==> src/design/vtc_pkg.sv <==
// vtc_pkg: constants, states and helpers of the trim and calibration bank
// assumes byte-wide registers behind an i2c management port on clk
//
// Overview of operation
// - trim bits 7:4 scale input current in 0.5 percent steps from -3.5
// - trim bits 3:0 add offset to current; code 1000b adds 0.25 a
// - negative trimmed current is not clamped; it wraps down from ceiling
// - target write moves output only in i2c level mode, else just stored
// - target driven changes ramp at a quarter of the fast slew rate
// - target writes nacked during soft-start or soft-stop, acked afterwards
// - new target takes effect at once, abandoning any transition underway
// - target code is voltage-id with 5 or 10 mv step per protocol bits
// - readback returns last commanded level from i2c or bus, no offset
// - readback always equals the voltage-id bus copy of the level
// - offset register adds signed offset, ramped at quarter fast rate
// - protocol 01b or 10b gives offset weight 0.5 mv per lsb
// - protocol 00b or 11b gives offset weight 1.0 mv per lsb
// - offset effect depends on the output-control selection bits
// - compensation bits 7:4 select ac_path_gain, codes 0 to 1011b valid
// - compensation bits 3:0 select ac load line, all codes valid
// - selection 00b bus owns all and nacks offset; 01b split; 1xb i2c
package vtc_pkg;
  localparam logic [7:0] REG_IIN_TRIM = 8'hA5;
  localparam logic [7:0] REG_VOUT_TGT = 8'hA6;
  localparam logic [7:0] REG_READBACK = 8'hA7;
  localparam logic [7:0] REG_OFFSET   = 8'hA8;
  localparam logic [7:0] REG_COMP     = 8'hA9;
  localparam logic [7:0] RESET_VAL    = 8'h00;
  localparam logic [7:0] UNMAPPED_RD  = 8'hFF;
  localparam int         HI_MSB       = 7;
  localparam int         HI_LSB       = 4;
  localparam int         LO_MSB       = 3;
  localparam int         LO_LSB       = 0;
  localparam logic [1:0] CTRL_VID_BUS = 2'h0;
  localparam logic [1:0] CTRL_I2C     = 2'h2;
  localparam logic [1:0] CTRL_I2C_ALT = 2'h3;
  localparam logic [1:0] PROTO_FINE_A = 2'h1;
  localparam logic [1:0] PROTO_FINE_B = 2'h2;
  localparam int         SLEW_DIV     = 4;
  localparam logic [1:0] SLEW_LAST    = 2'(SLEW_DIV - 1);
  localparam logic signed [4:0]  GAIN_UNITY = 5'sh07;
  localparam logic signed [16:0] GAIN_DIV   = 17'sh000C8;
  localparam logic signed [4:0]  OFS_POS_BIAS = 5'sh07;
  localparam logic signed [4:0]  OFS_NEG_BIAS = 5'sh08;
  localparam logic [2:0] BIT_LAST     = 3'h7;

  typedef enum logic [3:0] {
    ST_IDLE, ST_ADDR, ST_ADDR_ACK, ST_CMD, ST_CMD_ACK, ST_DATA,
    ST_DATA_ACK, ST_READ, ST_READ_ACK, ST_IGNORE
  } vtc_i2c_state_t;

  function automatic logic i2c_owns_level(input logic [1:0] ctrl);
    return ctrl == CTRL_I2C || ctrl == CTRL_I2C_ALT;
  endfunction

  function automatic logic fine_lsb(input logic [1:0] proto);
    return proto == PROTO_FINE_A || proto == PROTO_FINE_B;
  endfunction
endpackage

==> src/design/vtc_ramp.sv <==
// vtc_ramp: walks a level one code toward its target every fourth tick
// assumes slew_tick is a one-cycle pulse on clk at the fast slew rate
`timescale 1ns/1ns
module vtc_ramp
  import vtc_pkg::*;
#(
  parameter bit SIGNED_LVL = 1'b0 // compare codes as two's complement
) (
  input  wire logic       clk,       // core clock
  input  wire logic       sys_rst,   // async reset, high
  input  wire logic       init_stb,  // jump straight to init_val
  input  wire logic [7:0] init_val,  // level taken on init_stb
  input  wire logic [7:0] target,    // level to head for
  input  wire logic       slew_tick, // fast-rate step pulse
  output logic      [7:0] level      // present level
);
  logic [1:0] div_q;
  logic       step;
  logic       above;
  logic       below;

  always_comb begin
    above = SIGNED_LVL ? ($signed(target) > $signed(level)) : (target > level);
    below = SIGNED_LVL ? ($signed(target) < $signed(level)) : (target < level);
    step  = slew_tick && div_q == SLEW_LAST;
  end

  always_ff @(posedge clk or posedge sys_rst) begin
    if (sys_rst) div_q <= 2'h0;
    else if (slew_tick) div_q <= div_q + 2'h1;
  end

  // target is followed live, so a new one redirects a ramp in flight
  always_ff @(posedge clk or posedge sys_rst) begin
    if (sys_rst) level <= RESET_VAL;
    else if (init_stb) level <= init_val;
    else if (step && above) level <= level + 8'h01;
    else if (step && below) level <= level - 8'h01;
  end
endmodule

==> src/design/vtc_itrim.sv <==
// vtc_itrim: applies gain and offset trim to the input-current report
// assumes adc_iin is on clk with 0.25 a per lsb, same lsb as the report
`timescale 1ns/1ns
module vtc_itrim
  import vtc_pkg::*;
(
  input  wire logic       clk,       // core clock
  input  wire logic       sys_rst,   // async reset, high
  input  wire logic [9:0] adc_iin,   // converted input current
  input  wire logic [3:0] gain_code, // gain trim field
  input  wire logic [3:0] ofs_code,  // offset trim field
  input  wire logic [9:0] ceiling,   // wrap limit of the report
  output logic      [9:0] report     // trimmed current report
);
  logic signed [4:0]  gain_adj;
  logic signed [16:0] prod;
  logic signed [16:0] corr;
  logic signed [4:0]  ofs_adj;
  logic signed [12:0] sum;
  logic        [9:0]  report_d;

  always_comb begin
    gain_adj = $signed({1'b0, gain_code}) - GAIN_UNITY;
    prod     = $signed({7'h00, adc_iin}) * gain_adj;
    corr     = prod / GAIN_DIV;
    ofs_adj  = ofs_code[3] ? $signed({1'b0, ofs_code}) - OFS_POS_BIAS
                           : $signed({1'b0, ofs_code}) - OFS_NEG_BIAS;
    sum      = $signed({3'h0, adc_iin}) + 13'(corr) + ofs_adj;
    if (sum < 13'sh0000) report_d = ceiling + sum[9:0];
    else if (sum > 13'sh03FF) report_d = 10'h3FF;
    else report_d = sum[9:0];
  end

  always_ff @(posedge clk or posedge sys_rst) begin
    if (sys_rst) report <= 10'h000;
    else report <= report_d;
  end
endmodule

==> src/design/vtc_regs.sv <==
// vtc_regs: i2c reached trim, target, offset and compensation registers
// assumes scl and sda are open-drain pins resolved outside the block;
// every other input comes from logic on clk
`timescale 1ns/1ns
module vtc_regs
  import vtc_pkg::*;
#(
  parameter logic [6:0] DEV_ADDR = 7'h2A // bus address, value arbitrary
) (
  input  wire logic       clk,          // 10 mhz core clock
  input  wire logic       sys_rst,      // async reset, high
  input  wire logic       scl_i,        // i2c clock pin level
  input  wire logic       sda_i,        // i2c data pin level
  output logic            sda_o,        // i2c data drive value
  output logic            sda_oe_n,     // low while pulling sda low
  input  wire logic [7:0] nvm_iin_trim, // stored current trim
  input  wire logic [7:0] nvm_vout_tgt, // stored voltage target
  input  wire logic [7:0] nvm_offset,   // stored offset trim
  input  wire logic [7:0] nvm_comp,     // stored compensation
  input  wire logic [7:0] nvm_boot_lvl, // boot level code
  input  wire logic [1:0] vout_ctrl,    // output-control selection
  input  wire logic [1:0] protocol_identifier, // step select
  input  wire logic       soft_busy,    // soft-start or soft-stop on
  input  wire logic [7:0] vid_bus_lvl,  // level from voltage-id bus
  input  wire logic       vid_bus_stb,  // new vid_bus_lvl command
  input  wire logic [7:0] vid_bus_ofs,  // offset from voltage-id bus
  input  wire logic       slew_tick,    // fast-rate step pulse
  input  wire logic [9:0] adc_iin,      // converted input current
  input  wire logic [9:0] input_current_ceiling, // report wrap limit
  output logic      [9:0] input_current_report,  // trimmed current
  output logic      [7:0] out_level,    // ramped level code
  output logic      [7:0] out_offset,   // ramped signed offset
  output logic            fine_step,    // 5 mv and 0.5 mv lsb
  output logic      [3:0] ac_path_gain, // ac_path_gain select
  output logic      [3:0] ac_load_line, // ac load-line select
  output logic      [7:0] readback_31h  // level copy for the vid bus
);
  logic           scl_s1_q;
  logic           scl_s2_q;
  logic           scl_s3_q;
  logic           sda_s1_q;
  logic           sda_s2_q;
  logic           sda_s3_q;
  logic           scl_rise;
  logic           scl_fall;
  logic           start_det;
  logic           stop_det;
  vtc_i2c_state_t st_q;
  logic [2:0]     cnt_q;
  logic [7:0]     sh_q;
  logic [7:0]     byte_in;
  logic           byte_end;
  logic           ack_q;
  logic           rw_q;
  logic [7:0]     cmd_q;
  logic [7:0]     rd_q;
  logic [7:0]     rd_word;
  logic           sda_oe_n_q;
  logic           reg_mapped;
  logic           wr_ok;
  logic           wr_stb;
  logic           load_q;
  logic [7:0]     iin_trim_q;
  logic [7:0]     vout_tgt_q;
  logic [7:0]     offset_q;
  logic [7:0]     comp_q;
  logic [7:0]     level_rb_q;
  logic           fine_q;
  logic [7:0]     off_tgt;
  logic [7:0]     off_init;

  // pin synchronisers; edges are taken from the second and third stages
  always_ff @(posedge clk or posedge sys_rst) begin
    if (sys_rst) begin
      scl_s1_q <= 1'b1;
      scl_s2_q <= 1'b1;
      scl_s3_q <= 1'b1;
      sda_s1_q <= 1'b1;
      sda_s2_q <= 1'b1;
      sda_s3_q <= 1'b1;
    end else begin
      scl_s1_q <= scl_i;
      scl_s2_q <= scl_s1_q;
      scl_s3_q <= scl_s2_q;
      sda_s1_q <= sda_i;
      sda_s2_q <= sda_s1_q;
      sda_s3_q <= sda_s2_q;
    end
  end

  always_comb begin
    scl_rise   = scl_s2_q && !scl_s3_q;
    scl_fall   = !scl_s2_q && scl_s3_q;
    start_det  = scl_s2_q && scl_s3_q && !sda_s2_q && sda_s3_q;
    stop_det   = scl_s2_q && scl_s3_q && sda_s2_q && !sda_s3_q;
    byte_in    = {sh_q[6:0], sda_s2_q};
    byte_end   = cnt_q == BIT_LAST;
    reg_mapped = byte_in >= REG_IIN_TRIM && byte_in <= REG_COMP;
  end

  // write acceptance, settled before the data byte's acknowledge slot
  always_comb begin
    wr_ok = 1'b1;
    if (cmd_q == REG_VOUT_TGT) wr_ok = !soft_busy;
    else if (cmd_q == REG_OFFSET) wr_ok = vout_ctrl != CTRL_VID_BUS;
    else if (cmd_q == REG_READBACK) wr_ok = 1'b0;
    wr_stb = scl_rise && !start_det && !stop_det && st_q == ST_DATA
             && byte_end && wr_ok;
  end

  always_comb begin
    case (cmd_q)
      REG_IIN_TRIM: rd_word = iin_trim_q;
      REG_VOUT_TGT: rd_word = vout_tgt_q;
      REG_READBACK: rd_word = level_rb_q;
      REG_OFFSET:   rd_word = offset_q;
      REG_COMP:     rd_word = comp_q;
      default:      rd_word = UNMAPPED_RD;
    endcase
  end

  // transaction sequencer, advanced on each sampled scl rise
  always_ff @(posedge clk or posedge sys_rst) begin
    if (sys_rst) begin
      st_q  <= ST_IDLE;
      cnt_q <= 3'h0;
      sh_q  <= 8'h00;
      ack_q <= 1'b0;
      rw_q  <= 1'b0;
      cmd_q <= 8'h00;
    end else if (stop_det) begin
      st_q  <= ST_IDLE;
      ack_q <= 1'b0;
    end else if (start_det) begin
      st_q  <= ST_ADDR;
      cnt_q <= 3'h0;
      ack_q <= 1'b0;
    end else if (scl_rise) begin
      cnt_q <= cnt_q + 3'h1;
      sh_q  <= byte_in;
      unique case (st_q)
        ST_ADDR: if (byte_end) begin
          ack_q <= byte_in[7:1] == DEV_ADDR;
          rw_q  <= byte_in[0];
          st_q  <= byte_in[7:1] == DEV_ADDR ? ST_ADDR_ACK : ST_IGNORE;
        end
        ST_ADDR_ACK: begin
          ack_q <= 1'b0;
          cnt_q <= 3'h0;
          st_q  <= rw_q ? ST_READ : ST_CMD;
        end
        ST_CMD: if (byte_end) begin
          cmd_q <= byte_in;
          ack_q <= reg_mapped;
          st_q  <= ST_CMD_ACK;
        end
        ST_CMD_ACK: begin
          ack_q <= 1'b0;
          cnt_q <= 3'h0;
          st_q  <= ack_q ? ST_DATA : ST_IGNORE;
        end
        ST_DATA: if (byte_end) begin
          ack_q <= wr_ok;
          st_q  <= ST_DATA_ACK;
        end
        ST_DATA_ACK: begin
          ack_q <= 1'b0;
          st_q  <= ST_IGNORE;
        end
        ST_READ: if (byte_end) begin
          st_q <= ST_READ_ACK;
        end
        ST_READ_ACK: st_q <= ST_IGNORE;
        ST_IDLE, ST_IGNORE: st_q <= st_q;
      endcase
    end
  end

  // sda changes only after scl falls; a read byte goes out msb first
  always_ff @(posedge clk or posedge sys_rst) begin
    if (sys_rst) begin
      sda_oe_n_q <= 1'b1;
      rd_q       <= UNMAPPED_RD;
    end else begin
      if (scl_rise && !start_det && !stop_det && st_q == ST_ADDR_ACK && rw_q)
        rd_q <= rd_word;
      else if (scl_fall && st_q == ST_READ)
        rd_q <= {rd_q[6:0], 1'b1};
      if (start_det || stop_det) sda_oe_n_q <= 1'b1;
      else if (scl_fall && st_q == ST_READ) sda_oe_n_q <= rd_q[7];
      else if (scl_fall) sda_oe_n_q <= !ack_q;
    end
  end

  assign sda_o    = 1'b0;
  assign sda_oe_n = sda_oe_n_q;

  // one-cycle window after release that copies the stored values in
  always_ff @(posedge clk or posedge sys_rst) begin
    if (sys_rst) load_q <= 1'b1;
    else load_q <= 1'b0;
  end

  always_ff @(posedge clk or posedge sys_rst) begin
    if (sys_rst) begin
      iin_trim_q <= RESET_VAL;
      vout_tgt_q <= RESET_VAL;
      offset_q   <= RESET_VAL;
      comp_q     <= RESET_VAL;
    end else if (load_q) begin
      iin_trim_q <= nvm_iin_trim;
      vout_tgt_q <= nvm_vout_tgt;
      offset_q   <= nvm_offset;
      comp_q     <= nvm_comp;
    end else if (wr_stb) begin
      if (cmd_q == REG_IIN_TRIM) iin_trim_q <= byte_in;
      if (cmd_q == REG_VOUT_TGT) vout_tgt_q <= byte_in;
      if (cmd_q == REG_OFFSET) offset_q <= byte_in;
      if (cmd_q == REG_COMP) comp_q <= byte_in;
    end
  end

  // last commanded level from whichever side owns it, offset excluded
  always_ff @(posedge clk or posedge sys_rst) begin
    if (sys_rst) level_rb_q <= RESET_VAL;
    else if (load_q) level_rb_q <= nvm_boot_lvl;
    else if (wr_stb && cmd_q == REG_VOUT_TGT && i2c_owns_level(vout_ctrl))
      level_rb_q <= byte_in;
    else if (vid_bus_stb && !i2c_owns_level(vout_ctrl))
      level_rb_q <= vid_bus_lvl;
  end

  always_ff @(posedge clk or posedge sys_rst) begin
    if (sys_rst) fine_q <= 1'b0;
    else fine_q <= fine_lsb(protocol_identifier);
  end

  always_comb begin
    off_tgt  = vout_ctrl == CTRL_VID_BUS ? vid_bus_ofs : offset_q;
    off_init = vout_ctrl == CTRL_VID_BUS ? vid_bus_ofs : nvm_offset;
  end

  assign fine_step    = fine_q;
  assign readback_31h = level_rb_q;
  assign ac_path_gain = comp_q[HI_MSB:HI_LSB];
  assign ac_load_line = comp_q[LO_MSB:LO_LSB];

  vtc_ramp #(
    .SIGNED_LVL (1'b0)
  ) u_level_ramp (
    .clk       (clk),
    .sys_rst   (sys_rst),
    .init_stb  (load_q),
    .init_val  (nvm_boot_lvl),
    .target    (level_rb_q),
    .slew_tick (slew_tick),
    .level     (out_level)
  );

  vtc_ramp #(
    .SIGNED_LVL (1'b1)
  ) u_offset_ramp (
    .clk       (clk),
    .sys_rst   (sys_rst),
    .init_stb  (load_q),
    .init_val  (off_init),
    .target    (off_tgt),
    .slew_tick (slew_tick),
    .level     (out_offset)
  );

  vtc_itrim u_itrim (
    .clk       (clk),
    .sys_rst   (sys_rst),
    .adc_iin   (adc_iin),
    .gain_code (iin_trim_q[HI_MSB:HI_LSB]),
    .ofs_code  (iin_trim_q[LO_MSB:LO_LSB]),
    .ceiling   (input_current_ceiling),
    .report    (input_current_report)
  );
endmodule

==> config.mk <==
export PLATFORM = sky130hd
export DESIGN_NAME = vtc_regs
export DESIGN_NICKNAME = d
export VERILOG_FILES = /design/src/design/vtc_pkg.sv /design/src/design/vtc_ramp.sv /design/src/design/vtc_itrim.sv /design/src/design/vtc_regs.sv
export SDC_FILE = /design/constraint.sdc
export NUM_CORES = 1
export LEC_CHECK = 0
export ABC_AREA = 1
export CORE_MARGIN = 2
export CORE_UTILIZATION = 55
export DETAILED_ROUTE_END_ITERATION = 6
export DONT_BUFFER_PORTS = 1
export GPL_TIMING_DRIVEN = 0
export PLACE_DENSITY = 0.73
export SYNTH_ARGS = -nofsm -noshare
export SYNTH_HDL_FRONTEND = slang
export SYNTH_SLANG_ARGS = --single-unit
==> constraint.sdc <==
create_clock -name clk -period 10.9 [get_ports clk]
set_clock_uncertainty 0.15 [all_clocks]
set_input_delay 2.725 -clock clk [delete_from_list [all_inputs] [get_ports clk]]
set_output_delay 2.725 -clock clk [all_outputs]
set_load 0.02 [all_outputs]
==> flow_metrics.env <==
export IMPL_critPathLaunchType="primary input"
export IMPL_grt_overflow_total=0
export IMPL_htreeDepth=3
export IMPL_async_flop_share_pct=100
export IMPL_antenna_found_initial=0
export IMPL_rsz0062_at_grt="true"
export IMPL_finalHoldViolations=0
export IMPL_tightest_slew_ns=1.27
export IMPL_clock_latency_ns=0.35
export IMPL_syn_to_final_growth_pct=19.1
export IMPL_synth_seq_cells=111
export IMPL_cpMaxStageDelayCell="fa_1"
export IMPL_finalCriticalPeriod_ns=12.63
export IMPL_max_slew_margin_rel_pct=14.8
export IMPL_finalCritPeriodShare_pct=116
export IMPL_slowest_delay_ns=0.57
export IMPL_clk_path_buf_depth=2
export IMPL_violations="setup timing"
export IMPL_grt_usage_pct=28.1
export IMPL_crit_path_max_fanout=7
export IMPL_drt_iter0_drc=618
export IMPL_grt_pass1_vias=10356
export IMPL_slew_violations=0
export IMPL_die_height_microns=146
export IMPL_synth_top_area_cell="dfrtp_1"
export IMPL_wl_per_cell_microns=16.2
export IMPL_hold_class="flop to flop"
export IMPL_cp_arrival_ns=12.72
export IMPL_synth_edf_count=0
export IMPL_drt_wl_total_mm=31.3
export IMPL_core_area_sq_um=19600
export IMPL_yosysMostFrequentCell="nand2_1"
export IMPL_status="finished, violations left"
export IMPL_yosysSeqAreaShare_pct=25.2
export IMPL_design_area_sq_um=13200
export IMPL_clock_sinks=111
export IMPL_tns_ns=-16.97
export IMPL_cp_required_ns=11.00
export IMPL_layout_setup_ws_ns=-1.73
export IMPL_die_w_microns=146
export IMPL_ys_top_cells_by_area="dfrtp_1, nand2_1, ha_1"
export IMPL_remaining_drc_errors=0
export IMPL_worstSetupEndpointType="flop"
export IMPL_critPathKind="primary input to flop"
export IMPL_numCtsBuffers=9
export IMPL_fin_hold_ws_ns=0.208
export IMPL_route_vias_total=10827
export IMPL_setup_violations=10
export IMPL_grt_pass1_wl_mm=49.4
export IMPL_grt_max_degree=61
export IMPL_die_area_sq_um=21300
export IMPL_drive_gt1_share_pct=21.1
export IMPL_ant_nets=0
export IMPL_yosysTopAreaCellShare_pct=21.4
export IMPL_cts_tree="yes"
export IMPL_avgSynthCellArea_sq_um=7.04
export IMPL_synth_area_sq_um=11100
export IMPL_first_pass_iters=5
export IMPL_synth_ff_type="dfrtp_1"
export IMPL_ys_warn_count=0
export IMPL_ctsRootBufferMaster="clkbuf_16"
export IMPL_start_util_pct=56.6
export IMPL_placed_area_sq_um=11700
export IMPL_maxCapViolCount=0
export IMPL_rows=51
export IMPL_vias_per_cell=5.62
export IMPL_clk_pin_slew_ns=0.07
export IMPL_cpMostUsedCell="nand2_4"
export IMPL_boundaryPins=132
export IMPL_synthTopCellsByCount="nand2_1, inv_1, nor2_1"
export IMPL_fin_util_pct=67.4
export IMPL_gp_congestion=0.926
export IMPL_fmax_mhz=79.2
export IMPL_dp_hpwl_mm=23.5
export IMPL_nNetsFinal=1873
export IMPL_syn_instance_count=1575
export IMPL_synth_cell_types=59
export IMPL_antenna_cells=0
export IMPL_io_buffers=0
==> through the flow <==
step / setup slack (ns) / std cells
floorplan: -1.22 / 1576
global placement: -2.36 / 1841
detailed placement: -2.53 / 1842
CTS: -1.28 / 1909
global route: -2.34 / 1927
finish: -1.73 / 1927
==> final cells by class <==
cell class,count,area (sq um)
Buffer,28,144
Clock buffer,11,253
Clock inverter,5,63.8
Fill cell,1677,6390
Inverter,282,1090
Multi-Input combinational cell,1155,7970
Sequential cell,111,2800
Tap cell,265,332
Timing Repair Buffer,70,557
==> state kept, by name (all words and copies together), names as in the netlist, 2 cells and up <==
name and cells:
u_itrim.report 10, cmd_q 8, comp_q 8, iin_trim_q 8, offset_q 8, rd_q 8, readback_31h 8, u_level_ramp.level 8
u_offset_ramp.level 8, vout_tgt_q 8, sh_q 7, st_q 4, cnt_q 3, u_level_ramp.div_q 2, u_offset_ramp.div_q 2
==> critical path, delay by kind of cell <==
kind,cells,cell delay (ns)
and+or+nand+nor,49,4.76
AOI/OAI and AO/OA,11,1.48
adders and majority gates,7,2.83
buffers and inverters,9,0.66
xor gates and xnor gates,2,0.24
==> kinds of logic after synthesis <==
| kind of cell | synth area share (%) |
|---|---|
| fa+ha+maj | 17.2 |
| compound gates | 14.9 |
| mux | 0.293 |
| other cells | 0.0338 |
| xor+xnor | 3.57 |
| flops | 25.2 |
| buf+inv | 10.8 |
| simple gates | 27.9 |
==> routing by layer <==
| metal | vias up | track usage (%) | share of wire, % |
|---|---|---|---|
| li1 | 5288 | - | - |
| met1 | 5118 | 33.5 | 39 |
| met2 | 339 | 50.4 | 51 |
| met3 | 82 | 5.64 | 6.2 |
| met4 | 0 | 9.61 | 3.4 |
| met5 | - | 0 | 0 |
==> what timing repair did <==
action | CTS | global route
setup endpoints to repair | 10 | 10
pin swaps | 89 | 66
hold buffers | 0 | 0
gates cloned | 1 | 0
gates resized for setup | 104 | 75
setup buffers | 50 | 18
==> cell usage in the layout (no fill, tap or decap), drive strengths merged, types with 3 or more instances in the layout <==
| master | n |
|---|---|
| xnor2 | 11 |
| nand2 | 367 |
| and2 | 3 |
| dfstp | 16 |
| clkbuf | 31 |
| inv | 279 |
| o21bai | 7 |
| o221ai | 5 |
| nor3 | 17 |
| a31oi | 16 |
| nand3b | 3 |
| xor2 | 32 |
| nand4 | 22 |
| buf | 78 |
| o32ai | 3 |
| o22ai | 16 |
| ha | 90 |
| nor2 | 183 |
| nor4 | 8 |
| a221oi | 6 |
| fa | 39 |
| o21ai | 123 |
| dfrtp | 95 |
| or2 | 4 |
| a32o | 3 |
| nand3 | 83 |
| o211ai | 13 |
| a21oi | 81 |
| clkinvlp | 3 |
| clkinv | 4 |
==> worst paths after layout <==
kind                               startpoint           endpoint  slack (ns)  cells past startpoint
worst min-delay path                 scl_s1_q           scl_s2_q        0.21                      0
worst max register to register  iin_trim_q[6]  u_itrim.report[6]       -0.79                     78
worst max-delay path               adc_iin[7]  u_itrim.report[6]       -1.73                     78
worst min register to register       scl_s1_q           scl_s2_q        0.21                      0
min in group asynchronous             sys_rst           cnt_q[0]        2.19                      1
max in group asynchronous             sys_rst             load_q        7.63                      2
Power is not shown: default switching activity piles up to over one toggle a cycle in this logic, so the estimate is an artifact.
